<file path="config.mk">
export PLATFORM = sky130hd
export DESIGN_NAME = dci_config_image
export DESIGN_NICKNAME = d
export VERILOG_FILES = /design/src/common/dci_pkg.sv /design/src/design/dci_byte_store.sv /design/src/design/dci_config_image.sv
export SDC_FILE = /design/constraint.sdc
export NUM_CORES = 1
export LEC_CHECK = 0
export BUFFER_PORTS_ARGS = -buffer_cell sky130_fd_sc_hd__buf_4
export CORE_MARGIN = 2
export CORE_UTILIZATION = 49
export CTS_CLUSTER_DIAMETER = 150
export CTS_CLUSTER_SIZE = 8
export DETAILED_ROUTE_END_ITERATION = 7
export PLACE_DENSITY = 0.78
export SYNTH_ARGS = -nofsm -noshare
export SYNTH_HDL_FRONTEND = slang
export SYNTH_SLANG_ARGS = --single-unit
</file>
<file path="constraint.sdc">
create_clock -name sys_clk_i -period 4.3 [get_ports sys_clk_i]
set_clock_uncertainty 0.15 [all_clocks]
set_input_delay 0.86 -clock sys_clk_i [delete_from_list [all_inputs] [get_ports sys_clk_i]]
set_output_delay 0.86 -clock sys_clk_i [all_outputs]
set_load 0.02 [all_outputs]
</file>
<file path="src/common/dci_pkg.sv">
// ==========================================================================
// deserializer configuration image: shared constants
// ==========================================================================
package dci_pkg;

   // image byte and register indices (printed offsets); byte address is four times the index
   localparam logic [3:0] IDX_START_MARKER = 4'h0;
   localparam logic [3:0] IDX_LINK_WAKE    = 4'h1;
   localparam logic [3:0] IDX_PIX_FORMAT   = 4'h2;
   localparam logic [3:0] IDX_ALIGN_FAULT  = 4'h3;
   localparam logic [3:0] IDX_PLL_LOSS     = 4'h4;
   localparam logic [3:0] IDX_SPARE_A      = 4'h5;
   localparam logic [3:0] IDX_SPARE_B      = 4'h6;
   localparam logic [3:0] IDX_END_MARKER   = 4'h7;
   localparam logic [3:0] IDX_STATUS       = 4'h8;
   localparam logic [3:0] IDX_CONTROL      = 4'h9;
   localparam int         IMAGE_BYTES      = 8;

   // marker values
   localparam logic [7:0] START_MARKER_VAL = 8'hBD;
   localparam logic [7:0] END_MARKER_VAL   = 8'h99;

   // field positions
   localparam int BIT_WAKE1        = 1;  // byte 01
   localparam int BIT_DED_UP       = 3;  // byte 01
   localparam int BIT_EMB_UP       = 4;  // byte 01
   localparam int BIT_WAIT_CFG     = 7;  // byte 01
   localparam int BIT_ALIGN_DATA   = 1;  // byte 03
   localparam int BIT_ALIGN_CLK    = 2;  // byte 03
   localparam int BIT_FAULT_TOL    = 3;  // byte 03
   localparam int BIT_PLL_NORESET  = 0;  // byte 04
   localparam int BIT_APPLY        = 0;  // control register

   // status register bit positions
   localparam int ST_IMAGE_VALID   = 0;
   localparam int ST_SETTLING      = 1;
   localparam int ST_RUNNING       = 2;
   localparam int ST_LINK_FAULT    = 3;
   localparam int ST_PLL_LOCKED    = 4;
   localparam int ST_IMAGE_BAD     = 5;

   // pixel data width codes
   localparam logic [1:0] WIDTH_10 = 2'h0;
   localparam logic [1:0] WIDTH_12 = 2'h1;
   localparam logic [1:0] WIDTH_18 = 2'h2;
   localparam logic [1:0] WIDTH_24 = 2'h3;

   // control signal transmit modes
   localparam logic [1:0] CTRL_NEVER  = 2'h0;
   localparam logic [1:0] CTRL_UNUSED = 2'h1;
   localparam logic [1:0] CTRL_EVEN   = 2'h2;
   localparam logic [1:0] CTRL_EVERY  = 2'h3;

   // reset values
   localparam logic [7:0]  BYTE_RST  = 8'h00;
   localparam logic [31:0] WORD_RST  = 32'h0000_0000;

   // settle delay after configuration
   localparam longint CLK_HZ        = 64'd50_000_000;
   localparam longint SETTLE_MS     = 64'd50;
   localparam int     SETTLE_CYCLES = int'((SETTLE_MS * CLK_HZ) / 64'd1000);
   localparam int     SETTLE_W      = 22;

   // loader controller states, gray along idle-load-settle-run
   typedef enum logic [1:0] {
      ST_IDLE   = 2'b00,
      ST_LOAD   = 2'b01,
      ST_SETTLE = 2'b11,
      ST_RUN    = 2'b10
   } dci_state_t;

endpackage : dci_pkg

</file>
<file path="src/design/dci_byte_store.sv">
`timescale 1ns/10ps
// ==========================================================================
// eight-byte image store with registered read data
// ==========================================================================
module dci_byte_store
   import dci_pkg::*;
(
   input  wire logic       sys_clk_i,
   input  wire logic       rst_b_i,
   input  wire logic       wr_en_i,
   input  wire logic [2:0] wr_idx_i,
   input  wire logic [7:0] wr_data_i,
   input  wire logic [2:0] rd_idx_i,
   output logic      [7:0] rd_data_o
);

   logic [7:0] mem_q [IMAGE_BYTES];

   // byte array, cleared at reset
   always_ff @(posedge sys_clk_i or negedge rst_b_i)
   begin
      if (!rst_b_i)
      begin
         for (int i = 0; i < IMAGE_BYTES; i++)
         begin
            mem_q[i] <= BYTE_RST;
         end
      end
      else if (wr_en_i)
      begin
         mem_q[wr_idx_i] <= wr_data_i;
      end
   end

   // read data comes from a register one cycle after the address
   always_ff @(posedge sys_clk_i or negedge rst_b_i)
   begin
      if (!rst_b_i)
      begin
         rd_data_o <= BYTE_RST;
      end
      else
      begin
         rd_data_o <= mem_q[rd_idx_i];
      end
   end

endmodule : dci_byte_store

</file>
<file path="src/design/dci_config_image.sv">
`timescale 1ns/10ps
module dci_config_image
   import dci_pkg::*;
#(
   parameter int SETTLE_CYC = SETTLE_CYCLES
)
(
   input  wire logic        sys_clk_i,
   input  wire logic        rst_b_i,
   input  wire logic [5:0]  avs_address_i,
   input  wire logic        avs_read_i,
   input  wire logic        avs_write_i,
   input  wire logic [31:0] avs_writedata_i,
   input  wire logic [3:0]  avs_byteenable_i,
   output logic      [31:0] avs_readdata_o,
   output logic             avs_waitrequest_o,
   input  wire logic        pll_lock_i,
   input  wire logic        vco_stable_i,
   input  wire logic        bit_error_i,
   input  wire logic        frame_start_i,
   input  wire logic        pix_valid_i,
   input  wire logic [23:0] pix_data_i,
   input  wire logic [2:0]  pix_ctrl_i,
   output logic      [23:0] pixel_data_bus_o,
   output logic      [2:0]  pixel_control_signals_o,
   output logic             pixel_clock_output_en_o,
   output logic             dedicated_up_en_o,
   output logic             embedded_up_en_o,
   output logic             fault_tolerant_o,
   output logic             device_reset_o
);

   // ========================================================================
   // decode helpers
   // ========================================================================
   // mask of the active pixel bits for a width code
   function automatic logic [23:0] width_mask(input logic [1:0] code);
      logic [23:0] m;
      m = 24'h00_0000;
      unique case (code)
         WIDTH_10: m = 24'h00_03FF;
         WIDTH_12: m = 24'h00_0FFF;
         WIDTH_18: m = 24'h03_FFFF;
         WIDTH_24: m = 24'hFF_FFFF;
      endcase
      return m;
   endfunction : width_mask

   // upstream enables {dedicated, embedded}; both requested means none
   function automatic logic [1:0] upstream_sel(input logic [7:0] b);
      logic [1:0] s;
      s = {b[BIT_DED_UP], b[BIT_EMB_UP]};
      if (&s)
      begin
         s = 2'h0;
      end
      return s;
   endfunction : upstream_sel

   // ========================================================================
   // pin synchronisers
   // ========================================================================
   logic [1:0] lock_sync_q;
   logic [1:0] vco_sync_q;
   logic       lock_prev_q;
   logic       lock_s;
   logic       vco_s;

   // two stages for lock and oscillator-stable pins
   always_ff @(posedge sys_clk_i or negedge rst_b_i)
   begin
      if (!rst_b_i)
      begin
         lock_sync_q <= 2'h0;
         vco_sync_q  <= 2'h0;
         lock_prev_q <= 1'b0;
      end
      else
      begin
         lock_sync_q <= {lock_sync_q[0], pll_lock_i};
         vco_sync_q  <= {vco_sync_q[0], vco_stable_i};
         lock_prev_q <= lock_sync_q[1];
      end
   end
   assign lock_s = lock_sync_q[1];
   assign vco_s  = vco_sync_q[1];

   // ========================================================================
   // avalon slave
   // ========================================================================
   dci_state_t  state_q;
   logic        ack_q;
   logic        req;
   logic [3:0]  bus_idx;
   logic        bus_ok;
   logic        bus_img;
   logic        wr_take;
   logic        apply_p;
   logic        sel_mem_q;
   logic [31:0] reg_rdata_q;
   logic [7:0]  mem_rdata;
   logic [31:0] status_w;
   logic        img_valid_q;
   logic        img_bad_q;
   logic        link_fault_q;
   logic [7:0]  act_q [1:4];

   assign req     = avs_read_i | avs_write_i;
   assign bus_idx = avs_address_i[5:2];
   assign bus_ok  = (avs_address_i[1:0] == 2'h0) && (bus_idx <= IDX_CONTROL);
   assign bus_img = bus_ok && (bus_idx <= IDX_END_MARKER);
   assign wr_take = avs_write_i && ack_q && bus_ok && avs_byteenable_i[0];
   assign apply_p = wr_take && (bus_idx == IDX_CONTROL) && avs_writedata_i[BIT_APPLY];
   assign avs_waitrequest_o = req & ~ack_q;
   assign avs_readdata_o    = sel_mem_q ? {24'h00_0000, mem_rdata} : reg_rdata_q;

   assign status_w = {26'h000_0000, img_bad_q, lock_s, link_fault_q, (state_q == ST_RUN),
                      (state_q == ST_SETTLE), img_valid_q};

   // second cycle of every access answers; stalled while the image loads
   always_ff @(posedge sys_clk_i or negedge rst_b_i)
   begin
      if (!rst_b_i)
      begin
         ack_q       <= 1'b0;
         sel_mem_q   <= 1'b0;
         reg_rdata_q <= WORD_RST;
      end
      else
      begin
         ack_q     <= req && !ack_q && (state_q != ST_LOAD);
         sel_mem_q <= bus_img;
         if (bus_ok && bus_idx == IDX_STATUS)
         begin
            reg_rdata_q <= status_w;
         end
         else
         begin
            reg_rdata_q <= WORD_RST; // control and unmapped read zero
         end
      end
   end

   // ========================================================================
   // image store and loader
   // ========================================================================
   logic [3:0] ld_cnt_q;
   logic [7:0] stg_q [1:4];
   logic       start_ok_q;
   logic       ld_done;
   logic       end_ok;
   logic       img_ok;
   logic [2:0] rd_idx;
   logic [SETTLE_W-1:0] settle_cnt_q;

   assign rd_idx  = (state_q == ST_LOAD) ? ld_cnt_q[2:0] : bus_idx[2:0];
   assign ld_done = (state_q == ST_LOAD) && (ld_cnt_q == 4'h8);
   assign end_ok  = (mem_rdata == END_MARKER_VAL);
   assign img_ok  = start_ok_q && end_ok;

   dci_byte_store u_store (
      .sys_clk_i (sys_clk_i),
      .rst_b_i   (rst_b_i),
      .wr_en_i   (wr_take && bus_img),
      .wr_idx_i  (bus_idx[2:0]),
      .wr_data_i (avs_writedata_i[7:0]),
      .rd_idx_i  (rd_idx),
      .rd_data_o (mem_rdata)
   );

   // walk the eight bytes, staging option bytes and checking the start marker
   always_ff @(posedge sys_clk_i or negedge rst_b_i)
   begin
      if (!rst_b_i)
      begin
         ld_cnt_q   <= 4'h0;
         start_ok_q <= 1'b0;
         for (int i = 1; i <= 4; i++)
         begin
            stg_q[i] <= BYTE_RST;
         end
      end
      else if (state_q != ST_LOAD)
      begin
         ld_cnt_q <= 4'h0;
      end
      else
      begin
         ld_cnt_q <= ld_cnt_q + 4'h1;
         if (ld_cnt_q == 4'h1)
         begin
            start_ok_q <= (mem_rdata == START_MARKER_VAL);
         end
         if (ld_cnt_q >= 4'h2 && ld_cnt_q <= 4'h5)
         begin
            stg_q[ld_cnt_q - 4'h1] <= mem_rdata;
         end
      end
   end

   // commit the staged options only from a valid image
   always_ff @(posedge sys_clk_i or negedge rst_b_i)
   begin
      if (!rst_b_i)
      begin
         img_valid_q <= 1'b0;
         img_bad_q   <= 1'b0;
         for (int i = 1; i <= 4; i++)
         begin
            act_q[i] <= BYTE_RST;
         end
      end
      else if (ld_done)
      begin
         img_valid_q <= img_ok;
         img_bad_q   <= !img_ok;
         if (img_ok)
         begin
            act_q <= stg_q;
         end
      end
   end

   // ========================================================================
   // controller: load, settle, run
   // ========================================================================
   logic pll_drop;
   assign pll_drop = lock_prev_q && !lock_s && !act_q[IDX_PLL_LOSS][BIT_PLL_NORESET];

   always_ff @(posedge sys_clk_i or negedge rst_b_i)
   begin
      if (!rst_b_i)
      begin
         state_q        <= ST_IDLE;
         settle_cnt_q   <= '0;
         device_reset_o <= 1'b0;
      end
      else
      begin
         device_reset_o <= 1'b0;
         unique case (state_q)
            ST_IDLE:
            begin
               if (apply_p)
               begin
                  state_q <= ST_LOAD;
               end
            end
            ST_LOAD:
            begin
               settle_cnt_q <= '0;
               if (ld_done)
               begin
                  if (!img_ok)
                  begin
                     state_q <= ST_IDLE;
                  end
                  else if (stg_q[IDX_LINK_WAKE][BIT_WAIT_CFG])
                  begin
                     state_q <= ST_SETTLE;
                  end
                  else
                  begin
                     state_q <= ST_RUN;
                  end
               end
            end
            ST_SETTLE, ST_RUN:
            begin
               if (pll_drop)
               begin
                  device_reset_o <= 1'b1;
                  state_q        <= ST_LOAD;
               end
               else if (apply_p)
               begin
                  state_q <= ST_LOAD;
               end
               else if (state_q == ST_SETTLE)
               begin
                  settle_cnt_q <= settle_cnt_q + 1'b1;
                  if (settle_cnt_q == SETTLE_W'(SETTLE_CYC - 1))
                  begin
                     state_q <= ST_RUN;
                  end
               end
            end
         endcase
      end
   end

   // ========================================================================
   // link options and fault tracking
   // ========================================================================
   assign {dedicated_up_en_o, embedded_up_en_o} = upstream_sel(act_q[IDX_LINK_WAKE]);
   assign fault_tolerant_o = act_q[IDX_ALIGN_FAULT][BIT_FAULT_TOL];

   // an untolerated bit error while running is sticky until the next apply
   always_ff @(posedge sys_clk_i or negedge rst_b_i)
   begin
      if (!rst_b_i)
      begin
         link_fault_q <= 1'b0;
      end
      else if (bit_error_i && !fault_tolerant_o && state_q == ST_RUN)
      begin
         link_fault_q <= 1'b1;
      end
      else if (apply_p)
      begin
         link_fault_q <= 1'b0;
      end
   end

   // ========================================================================
   // pixel output path
   // ========================================================================
   logic       aligned_q;
   logic       even_q;
   logic       wake_ok;
   logic       data_on;
   logic [1:0] ctrl_mode;

   assign ctrl_mode = act_q[IDX_PIX_FORMAT][3:2];
   assign wake_ok   = act_q[IDX_LINK_WAKE][BIT_WAKE1] || vco_s;
   assign data_on   = (state_q == ST_RUN) && wake_ok &&
                      (aligned_q || !act_q[IDX_ALIGN_FAULT][BIT_ALIGN_DATA]);

   // frame alignment and even-pixel phase
   always_ff @(posedge sys_clk_i or negedge rst_b_i)
   begin
      if (!rst_b_i)
      begin
         aligned_q <= 1'b0;
         even_q    <= 1'b1;
      end
      else
      begin
         if (state_q != ST_RUN)
         begin
            aligned_q <= 1'b0;
         end
         else if (frame_start_i)
         begin
            aligned_q <= 1'b1;
         end
         if (frame_start_i)
         begin
            even_q <= 1'b1;
         end
         else if (pix_valid_i)
         begin
            even_q <= !even_q;
         end
      end
   end

   // registered pixel data, control and clock gate
   always_ff @(posedge sys_clk_i or negedge rst_b_i)
   begin
      if (!rst_b_i)
      begin
         pixel_data_bus_o        <= 24'h00_0000;
         pixel_control_signals_o <= 3'h0;
         pixel_clock_output_en_o <= 1'b0;
      end
      else
      begin
         pixel_clock_output_en_o <= (state_q == ST_RUN) && wake_ok &&
                                    (aligned_q || !act_q[IDX_ALIGN_FAULT][BIT_ALIGN_CLK]);
         if (!data_on)
         begin
            pixel_data_bus_o        <= 24'h00_0000;
            pixel_control_signals_o <= 3'h0;
         end
         else if (pix_valid_i)
         begin
            pixel_data_bus_o <= pix_data_i & width_mask(act_q[IDX_PIX_FORMAT][1:0]);
            if (ctrl_mode == CTRL_EVERY || (ctrl_mode == CTRL_EVEN && even_q))
            begin
               pixel_control_signals_o <= pix_ctrl_i;
            end
            else if (ctrl_mode == CTRL_NEVER || ctrl_mode == CTRL_UNUSED)
            begin
               pixel_control_signals_o <= 3'h0;
            end
         end
      end
   end

   // ========================================================================
   // checks
   // ========================================================================
   a_wake_hold_zero: assert property (@(posedge sys_clk_i) disable iff (!rst_b_i)
      (!act_q[IDX_LINK_WAKE][BIT_WAKE1] && !vco_s) |=> pixel_data_bus_o == 24'h00_0000)
      else $error("pixel data not held at zero before oscillator stable");
   a_upstream_sel: assert property (@(posedge sys_clk_i) disable iff (!rst_b_i)
      dedicated_up_en_o == (act_q[IDX_LINK_WAKE][BIT_DED_UP] && !act_q[IDX_LINK_WAKE][BIT_EMB_UP]))
      else $error("dedicated upstream enable wrong");
   a_upstream_both_off: assert property (@(posedge sys_clk_i) disable iff (!rst_b_i)
      (act_q[IDX_LINK_WAKE][BIT_DED_UP] && act_q[IDX_LINK_WAKE][BIT_EMB_UP])
      |-> !(dedicated_up_en_o || embedded_up_en_o))
      else $error("upstream not disabled when both types requested");
   a_settle_hold: assert property (@(posedge sys_clk_i) disable iff (!rst_b_i)
      (state_q == ST_SETTLE && !pll_drop && !apply_p && settle_cnt_q < SETTLE_W'(SETTLE_CYC - 1))
      |=> state_q == ST_SETTLE)
      else $error("settle delay ended early");
   a_no_wait_run: assert property (@(posedge sys_clk_i) disable iff (!rst_b_i)
      (ld_done && img_ok && !stg_q[IDX_LINK_WAKE][BIT_WAIT_CFG]) |=> state_q == ST_RUN)
      else $error("delay applied with wait bit clear");
   a_width_mask: assert property (@(posedge sys_clk_i) disable iff (!rst_b_i)
      $stable(act_q[IDX_PIX_FORMAT]) |-> (pixel_data_bus_o & ~width_mask(act_q[IDX_PIX_FORMAT][1:0])) == 24'h0)
      else $error("pixel data wider than selected width");
   a_ctrl_never: assert property (@(posedge sys_clk_i) disable iff (!rst_b_i)
      (ctrl_mode == CTRL_NEVER && pix_valid_i) |=> pixel_control_signals_o == 3'h0)
      else $error("control signals passed in never mode");
   a_align_data: assert property (@(posedge sys_clk_i) disable iff (!rst_b_i)
      (act_q[IDX_ALIGN_FAULT][BIT_ALIGN_DATA] && !aligned_q) |=> pixel_data_bus_o == 24'h00_0000)
      else $error("pixel data before upper-left corner");
   a_align_clk: assert property (@(posedge sys_clk_i) disable iff (!rst_b_i)
      (act_q[IDX_ALIGN_FAULT][BIT_ALIGN_CLK] && !aligned_q) |=> !pixel_clock_output_en_o)
      else $error("pixel clock before upper-left corner");
   a_fault_sticky: assert property (@(posedge sys_clk_i) disable iff (!rst_b_i)
      (bit_error_i && !fault_tolerant_o && state_q == ST_RUN) |=> link_fault_q)
      else $error("untolerated bit error not flagged");
   a_pll_reset: assert property (@(posedge sys_clk_i) disable iff (!rst_b_i)
      (pll_drop && (state_q == ST_RUN || state_q == ST_SETTLE)) |=> device_reset_o && state_q == ST_LOAD)
      else $error("pll loss did not reset");
   a_bad_image: assert property (@(posedge sys_clk_i) disable iff (!rst_b_i)
      (ld_done && !img_ok) |=> state_q == ST_IDLE && img_bad_q && $stable(act_q[IDX_PIX_FORMAT]))
      else $error("invalid image accepted");

endmodule : dci_config_image

</file>
==> flow_metrics.tcl, run 1 <==
set metrics [dict create \
    status "completed" \
    clk_pin_slew_ns 0.06 \
    floorplan.initialDensity_pct 50.0 \
    cts.path.max_buffers 2 \
    p_int_mw 2.74 \
    drive_gt1_share_pct 33.7 \
    place_area_um2 8700 \
    crit_required_ns 4.45 \
    relSlewSlack_pct 27.7 \
    overflow 0 \
    port_buffers 91 \
    hpwl_mm 11.4 \
    syn_inst 638 \
    syn_area_um2 7940 \
    clock_latency_ns 0.42 \
    avgViaCountPerCell 5.61 \
    reg2regPathDepth 5 \
    ys.flop_type "dfrtp_1" \
    die_area_um2 17200 \
    powerDensity_nw_per_um2 372 \
    cts_buffers 17 \
    vias 5318 \
    endpoint "u_store.rd_data_o[2]" \
    startpoint "state_q[0]" \
    grt_pass1_wl_mm 27.7 \
    synth_top_area_share_pct 53.6 \
    path_max_fanout 23 \
    synth_area_leaders "dfrtp_1 (54%), mux2_2 (14%), mux4_2 (4.5%), buf_4 (2.5%), a21oi_1 (2.3%)" \
    total_power_mw 3.47 \
    min_period_ns 3.21 \
    rsz0062_at_grt "false" \
    worstPathArrival_ns 3.36 \
    fin_cells 948 \
    hold_buffers 0 \
    place.gp.congestion 0.880 \
    worstHoldStart "vco_sync_q[0]" \
    drv_cap 0 \
    synth_edf_count 0 \
    grt_use_total_pct 20.2 \
    grt_max_degree 98 \
    cts_resized 0 \
    tritoncts "yes" \
    area_growth_pct 17.3 \
    setup-tns-final_ns 0 \
    pwr-share-clk_pct 46.3 \
    synth_warnings 0 \
    netSwitchingFraction_pct 21.0 \
    synthTopCellsByCount "dfrtp_1 (170), mux2_2 (99), nor2_1 (37)" \
    h-tree-depth 4 \
    ys_types 61 \
    hold_path.class "flop to flop" \
    async_flop_share_pct 100 \
    synth-seq-area-share_pct 53.9 \
    grt_antenna_before_repair 0 \
    die_h_um 131 \
    drt_iter0_drc 287 \
    rr_startpoint "state_q[0]" \
    firstDrtPassIters 4 \
    synth_most_common_cell "dfrtp_1" \
    finalSetupViolCount 0 \
    nets 804 \
    critPathLaunchType "flop" \
    wl_per_cell_um 17.6 \
    slew_viol_final 0 \
    r2r_end "u_store.rd_data_o[2]" \
    final_cell_area_um2 9310 \
    io-pin-count 143 \
    clock.fmax_mhz 312 \
    crit_type "flop to flop" \
    finalWorstSetupSlack_ns 1.09 \
    hold_viol 0 \
    syn_avg_cell_area_um2 12.4 \
    fin_util_pct 58.6 \
    peakVddDrop_mv 0.366 \
    p_sw_mw 0.727 \
    cts_setup_buffers 0 \
    ys_seq_elements 171 \
    worst_pin_slew_ns 1.08 \
    ctsRootBufferMaster "clkbuf_16" \
    grt_pass1_vias 5509 \
    row_count 46 \
    hold_ws_ns 0.199 \
    totalWireLength_mm 16.7 \
    antenna_left 0 \
    cts_sinks 171 \
    yosys.area.top_type "dfrtp_1" \
    core_um2 15900 \
    fin_crit_sh_pct 74.5 \
    die_width_um 131 \
    drc 0 \
    p_leak_nw 4.36 \
    dp_slack_ns 1.06 \
    endpoint_kind "flop" \
    seq_power_share_pct 48.0 \
    antenna_cells 0 \
    power.share.combinational_pct 5.7 \
    r2r_slack_ns 1.09 \
    placedCellCount 917 \
]
## flip-flops by register name, summed over array words and instances (netlist names), 4 cells and up
signal             flops
act_q                 10
ld_cnt_q               4
stg_q                 12
reg_rdata_q            6
u_store.mem_q         64
settle_cnt_q          22
pixel_data_bus_o      24
u_store.rd_data_o      8
## cells by family (layout without fill, tap and decap cells)
group           Yosys count  in the layout  share of synthesized area, %
compound gates           84             84                          6.62
xor+xnor                  9              9                         0.992
fa+ha+maj                 6              6                         0.945
buf+inv                  66            137                          4.66
flops                   171            171                          53.9
mux                     128            128                          20.4
other cells               1             24                        0.0472
simple gates            173            173                          12.5
## area by class of cell
type	count	area, um^2
clock inverters	8	140
multi-input cells	424	3380
well taps	216	270
fillers	1318	6570
flip-flops and latches	171	4280
repair buffers	94	722
clock buffers	23	478
inverters	12	45.0
## layout by cell type (no fill, tap or decap), types with 16 or more instances in the layout
cell type  instances
a21oi_1           36
buf_4             92
clkbuf_16         17
conb_1            24
dfrtp_1          170
mux2_2            99
mux4_2            16
nand2b_1          19
nand3_1           26
nor2_1            37
## worst max-delay path: stages (launching register included)
cell	delay [ns]
dfrtp_1	0.63
nor2b_1	0.20
buf_4	0.31
mux2i_4	0.86
mux4_2	0.62
mux2_2	0.29
## metal layers
metal | GRT usage [%] | part of all wire (%) | up-vias
met1 | 25.2 | 42 | 2733
met5 | 0 | 0 | -
met4 | 6.28 | 1.5 | 0
li1 | - | - | 2419
met2 | 34.7 | 53 | 146
met3 | 4.98 | 4.1 | 20
## worst min path at each step
stage,to,cells after the start
after floorplan,lock_sync_q[1],0
after global placement,lock_sync_q[1],0
after detailed placement,vco_sync_q[1],0
after CTS,vco_sync_q[1],0
after global routing,vco_sync_q[1],0
final,vco_sync_q[1],0
## power groups by stage
stage | Sequential (mW) | Clock, mW | Combinational (mW)
after floorplan | 1.68 | 0 | 0.124
after global routing | 1.67 | 1.71 | 0.218
after detailed placement | 1.69 | 0 | 0.201
after CTS | 1.66 | 1.63 | 0.202
after global placement | 1.69 | 0 | 0.193
final | 1.66 | 1.60 | 0.199
Note: power is estimated with default switching activity, not from simulation.
==> inputs of run 2 (changes only) <==
ABC_AREA = 1   (was default)
PLACE_DENSITY = 0.81   (was 0.78)
clock period = 2.6 ns   (was 4.3 ns; I/O delays follow)
==> run 2 against run 1 <==
Against the previous run: sequential share of layout area fell by 1.9 points; non-clock buffer count rose by 14; register-to-register slack got worse by 0.79 ns; final cell count rose by 43%; critical path depth rose by 1; sequential cell count did not move; clock power rose by 52%; utilization barely moved; combinational power rose to 8.1 times the previous value; largest cell class unchanged; largest power group unchanged.
==> flow_metrics.tcl, run 2 <==
set metrics [dict create \
    syn_area_um2 8300 \
    setup-tns-final_ns 0 \
    path_max_fanout 23 \
    place.gp.congestion 0.867 \
    cts.path.max_buffers 2 \
    grt_pass1_vias 6526 \
    dp_slack_ns 0.277 \
    worst_pin_slew_ns 0.710 \
    ys_seq_elements 171 \
    synth_area_leaders "dfrtp_1 (51%), nand2_1 (14%), o21ai_0 (6.0%), inv_1 (4.4%), nor2_1 (3.7%)" \
    grt_antenna_before_repair 0 \
    fillCellCount 1410 \
    overflow 0 \
    drv_cap 0 \
    grt_use_total_pct 21.6 \
    hold_path.class "input pin to flop" \
    final_cell_area_um2 9720 \
    cts_setup_buffers 0 \
    ys_types 42 \
    fin_crit_sh_pct 88.2 \
    ys.flop_type "dfrtp_1" \
    crit_required_ns 2.79 \
    antenna_cells 0 \
    placedCellCount 1320 \
    totalWireLength_mm 18.4 \
    fin_cells 1353 \
    cp_slowest_cell "dfrtp_1" \
    nets 1204 \
    cts_buffers 17 \
    drt_iter0_drc 585 \
    final_common_cell "nand2_1" \
    synth_most_common_cell "nand2_1" \
    tritoncts "yes" \
    avgViaCountPerCell 5.11 \
    worstPathArrival_ns 2.48 \
    largest_registers "u_store.mem_q x64, pixel_data_bus_o x24, settle_cnt_q x22" \
    synth-seq-area-share_pct 51.6 \
    min_period_ns 2.29 \
    h-tree-depth 4 \
    vias 6909 \
    seqCellArea_um2 4280 \
    wl_per_cell_um 13.6 \
    io-pin-count 143 \
    cp_cell_sequence "inv_2 -> nor2_4 -> o21ai_0 -> a21oi_2 -> inv_1 -> a21oi_1" \
    cts_sinks 171 \
    firstDrtPassIters 5 \
    largest_reg_flops 64 \
    layout_common_cells "nand2_1 (318), dfrtp_1 (170), buf_4 (104)" \
    endpoint_kind "flop" \
    hold-path-cell-count 1 \
    port_buffers 91 \
    area_growth_pct 17.1 \
    clock_latency_ns 0.42 \
    synth_warnings 0 \
    row_count 47 \
    antenna_left 0 \
    yosys.area.top_type "dfrtp_1" \
    critPathLaunchType "flop" \
    die_area_um2 18000 \
    synth_top_area_share_pct 51.3 \
    syn_avg_cell_area_um2 8.07 \
    synth_edf_count 0 \
    die_width_um 134 \
    floorplan.initialDensity_pct 50.1 \
    clock.fmax_mhz 436 \
    place_area_um2 9140 \
    peakVddDrop_mv 0.655 \
    fin_util_pct 58.6 \
    rsz0062_at_grt "false" \
    hpwl_mm 12.5 \
    finalWorstSetupSlack_ns 0.306 \
    drive_gt1_share_pct 14.7 \
    r2r_slack_ns 0.31 \
    synthTopCellsByCount "nand2_1 (318), dfrtp_1 (170), o21ai_0 (100)" \
    finalSetupViolCount 0 \
    largest-register "u_store.mem_q" \
    drc 0 \
    p_leak_nw 4.67 \
    syn_inst 1028 \
    crit_type "flop to flop" \
    async_flop_share_pct 100 \
    grt_max_degree 65 \
    status "completed" \
    die_h_um 134 \
    hold_viol 0 \
    relSlewSlack_pct 52.6 \
    slew_viol_final 0 \
    clk_pin_slew_ns 0.07 \
    powerDensity_nw_per_um2 734 \
    cp_slowest_stage_delay_ns 0.58 \
    grt_pass1_wl_mm 31.2 \
    core_um2 16600 \
    ctsRootBufferMaster "clkbuf_16" \
    reg2regPathDepth 6 \
    multi_input_area_um2 3370 \
]
run 2: cell types whose count changed after synthesis, sizes merged, moves of 31 or more:
cell | previous run | this run
inv | 12 | 101
mux2 | 100 | 3
nand2 | 14 | 323
nand3 | 26 | 57
nor2 | 40 | 88
o21ai | 13 | 114
run 2: cell families after synthesis:
family,Yosys count,share of synthesized area [%]
AOI/OAI and AO/OA,184,12.1
xor gates and xnor gates,13,1.37
adders and majority gates,6,0.904
buffers and inverters,161,8.98
DFF,171,51.6
muxes,3,0.407
other,1,0.0452
and+or+nand+nor,489,24.6
run 2: repair_timing:
| item | in CTS | in global routing |
|---|---|---|
| endpoints found under the hold margin | 50 | 0 |
| hold buffers | 1 | 0 |
| gates resized for setup | 0 | 1 |
| endpoints found under the setup margin | 0 | 1 |
run 2: through the flow:
| stage | hold slack [ns] | power, mW |
|---|---|---|
| 4_1_cts | 0.0356 | 7.14 |
| 3_5_place_dp | 0.192 | 4.72 |
| 5_1_grt | 0.0347 | 7.55 |
| 2_1_floorplan | 0.0744 | 4.35 |
| 6_report | 0.0524 | 7.14 |
| 3_3_place_gp | 0.192 | 4.69 |
run 2: final cells by class:
type / instances / area share [%]
Sequential cell: 171 / 44.0
Multi-Input combinational cell: 719 / 34.7
Timing Repair Buffer: 108 / 8.66
Clock buffer: 18 / 4.42
Inverter: 103 / 3.98
Tap cell: 220 / 2.83
Clock inverter: 14 / 1.40
run 2: per-layer routing:
metal | vias up | part of all wire, % | track usage [%]
li1 | 3424 | - | -
met1 | 3272 | 46 | 29.8
met2 | 193 | 48 | 34.2
met3 | 20 | 5.4 | 4.54
met4 | 0 | 1.3 | 7.25
met5 | - | 0 | 0
run 2: worst paths after layout:
kind / from / endpoint
max: state_q[1] / pixel_data_bus_o[13]
min: pll_lock_i / lock_sync_q[0]
min in group asynchronous: rst_b_i / pixel_data_bus_o[3]
max in group asynchronous: rst_b_i / even_q
min reg2reg: vco_sync_q[0] / vco_sync_q[1]
max reg2reg: state_q[1] / pixel_data_bus_o[13]
run 2: worst max-delay path: cells and delay by family (launching register included):
kind,cells,cell delay [ns]
DFF,1,0.58
and+or+nand+nor,1,0.15
AOI/OAI and AO/OA,3,0.70
buffers and inverters,2,0.60
run 2: report_power, final:
group          internal [mW]  switching, mW
Sequential              2.88          0.205
Combinational          0.511           1.11
Clock                   1.34           1.09
Total                   4.73           2.41
==> inputs of run 3 (changes only) <==
ABC_AREA = 0   (was 1)
CORE_UTILIZATION = 51   (was 49)
HOLD_SLACK_MARGIN = 0.12   (was default)
PLACE_DENSITY = 0.84   (was 0.81)
==> run 3 against run 2 <==
Against the previous run: wire length decreased by 7.7%; worst hold slack improved by 0.095 ns; register-to-register slack got worse by 0.12 ns; utilization up 3.9 points; final cell count shrank 30%; clock-buffer cell count rose by 6; clock power rose by 4%; global-route usage rose by 0.15 points.
==> flow_metrics.tcl, run 3 (same netlist as run 1, synthesis figures left out) <==
set metrics [dict create \
    status "completed" \
    peakVddDrop_mv 0.424 \
    critPathLaunchType "flop" \
    drive_gt1_share_pct 35.4 \
    floorplan.initialDensity_pct 52.2 \
    antenna_cells 0 \
    p_int_mw 4.43 \
    hold_viol 0 \
    die_h_um 129 \
    cp_top_family "simple AND/OR/NAND/NOR gates" \
    io-pin-count 143 \
    hold_ws_ns 0.148 \
    seqCellArea_um2 4280 \
    worstHoldStart "frame_start_i" \
    power.share.combinational_pct 6.2 \
    min_period_ns 2.41 \
    die_width_um 129 \
    grt_antenna_before_repair 0 \
    final_common_cell "dfrtp_1" \
    grt_use_total_pct 21.7 \
    clk_pin_slew_ns 0.06 \
    layout_common_cells "dfrtp_1 (170), buf_4 (108), mux2_2 (99)" \
    seq_power_share_pct 48.9 \
    cts.path.max_buffers 2 \
    powerDensity_nw_per_um2 592 \
    clock.fmax_mhz 415 \
    largest_registers "u_store.mem_q x64, pixel_data_bus_o x24, settle_cnt_q x22" \
    finalSetupViolCount 0 \
    row_count 45 \
    fillCellCount 1138 \
    place.gp.congestion 0.832 \
    largest-register "u_store.mem_q" \
    endpoint_kind "flop" \
    cts_setup_buffers 0 \
    drt_iter0_drc 390 \
    core_um2 15200 \
    r2r_slack_ns 0.19 \
    setup-tns-final_ns 0 \
    cp_cell_sequence "inv_1 -> ha_1 -> nor3b_1 -> nor4_2 -> nor2b_1 -> nand4_1 -> mux2_2" \
    h-tree-depth 4 \
    multi_input_area_um2 3380 \
    pwr-share-clk_pct 44.9 \
    cts_sinks 171 \
    grt_pass1_vias 5677 \
    port_buffers 91 \
    drv_cap 0 \
    overflow 0 \
    relSlewSlack_pct 45.3 \
    antenna_left 0 \
    netSwitchingFraction_pct 21.3 \
    wl_per_cell_um 18.0 \
    rsz0062_at_grt "false" \
    p_sw_mw 1.20 \
    rr_startpoint "ld_cnt_q[0]" \
    largest_reg_flops 64 \
    totalWireLength_mm 17.0 \
    vias 5418 \
    area_growth_pct 19.7 \
    cp_slowest_stage_delay_ns 0.51 \
    nets 828 \
    firstDrtPassIters 5 \
    grt_pass1_wl_mm 28.0 \
    hpwl_mm 11.9 \
    crit_type "flop to flop" \
    tritoncts "yes" \
    worst-path-buf-inv 1 \
    fin_crit_sh_pct 92.8 \
    clock_latency_ns 0.43 \
    cp_slowest_cell "dfrtp_1" \
    avgViaCountPerCell 5.73 \
    hold_path.class "input pin to flop" \
    drc 0 \
    worst_pin_slew_ns 0.821 \
    worstPathArrival_ns 2.56 \
    crit_required_ns 2.75 \
    grt_max_degree 60 \
    slew_viol_final 0 \
    cts_buffers 17 \
    startpoint "ld_cnt_q[0]" \
    p_leak_nw 4.48 \
    die_area_um2 16600 \
    ctsRootBufferMaster "clkbuf_16" \
    path_max_fanout 8 \
]
==> run 3: layout make-up <==
cell class / instances / area share, %
multi-input cells: 424 / 35.6
repair buffers: 118 / 10.2
flip-flops and latches: 171 / 45.0
clock buffers: 24 / 4.96
well taps: 188 / 2.47
clock inverters: 8 / 1.25
inverters: 12 / 0.474
==> run 3: path summary, 6_finish.rpt <==
| check | endpoint | cells past startpoint |
|---|---|---|
| worst max-delay path | stg_q[19] | 7 |
| worst min-delay path | even_q | 2 |
| worst max register to register | stg_q[19] | 7 |
| worst min register to register | lock_sync_q[1] | 0 |
| max in group asynchronous | even_q | 3 |
| min in group asynchronous | lock_sync_q[0] | 2 |
==> run 3: what timing repair did <==
| action | in CTS | in global routing |
|---|---|---|
| endpoints found under the setup margin | 0 | 5 |
| gates resized for setup | 0 | 1 |
| hold buffers | 3 | 0 |
| hold endpoints to repair | 57 | 0 |
==> run 3: routing by layer <==
layer,GRT usage (%),part of all wire (%),vias to the layer above
li1,-,-,2475
met1,26.5,41,2744
met2,37.8,53,164
met3,4.45,3.8,35
met4,8.89,2.5,0
met5,0,0,-
==> run 3: stage by stage <==
step / area (um^2) / instances / util (%) / setup WS [ns] / power [mW]
6_report: 9510 / 945 / 62.5 / 0.188 / 5.63
5_1_grt: 9510 / 945 / 62.5 / 0.0563 / 5.83
4_1_cts: 9500 / 945 / 62.5 / 0.0972 / 5.68
3_5_place_dp: 8880 / 910 / 58.4 / 0.0605 / 3.15
3_3_place_gp: 8880 / 910 / 58.4 / 0.0798 / 3.13
2_1_floorplan: 8030 / 661 / - / 0.231 / 2.99
==> run 3: power by group through the flow <==
| stage | combinational [mW] | sequential, mW | clock (mW) |
|---|---|---|---|
| final | 0.346 | 2.75 | 2.53 |
| after global routing | 0.382 | 2.76 | 2.69 |
| after CTS | 0.352 | 2.75 | 2.57 |
| after detailed placement | 0.346 | 2.80 | 0 |
| after global placement | 0.332 | 2.79 | 0 |
| after floorplan | 0.206 | 2.78 | 0 |
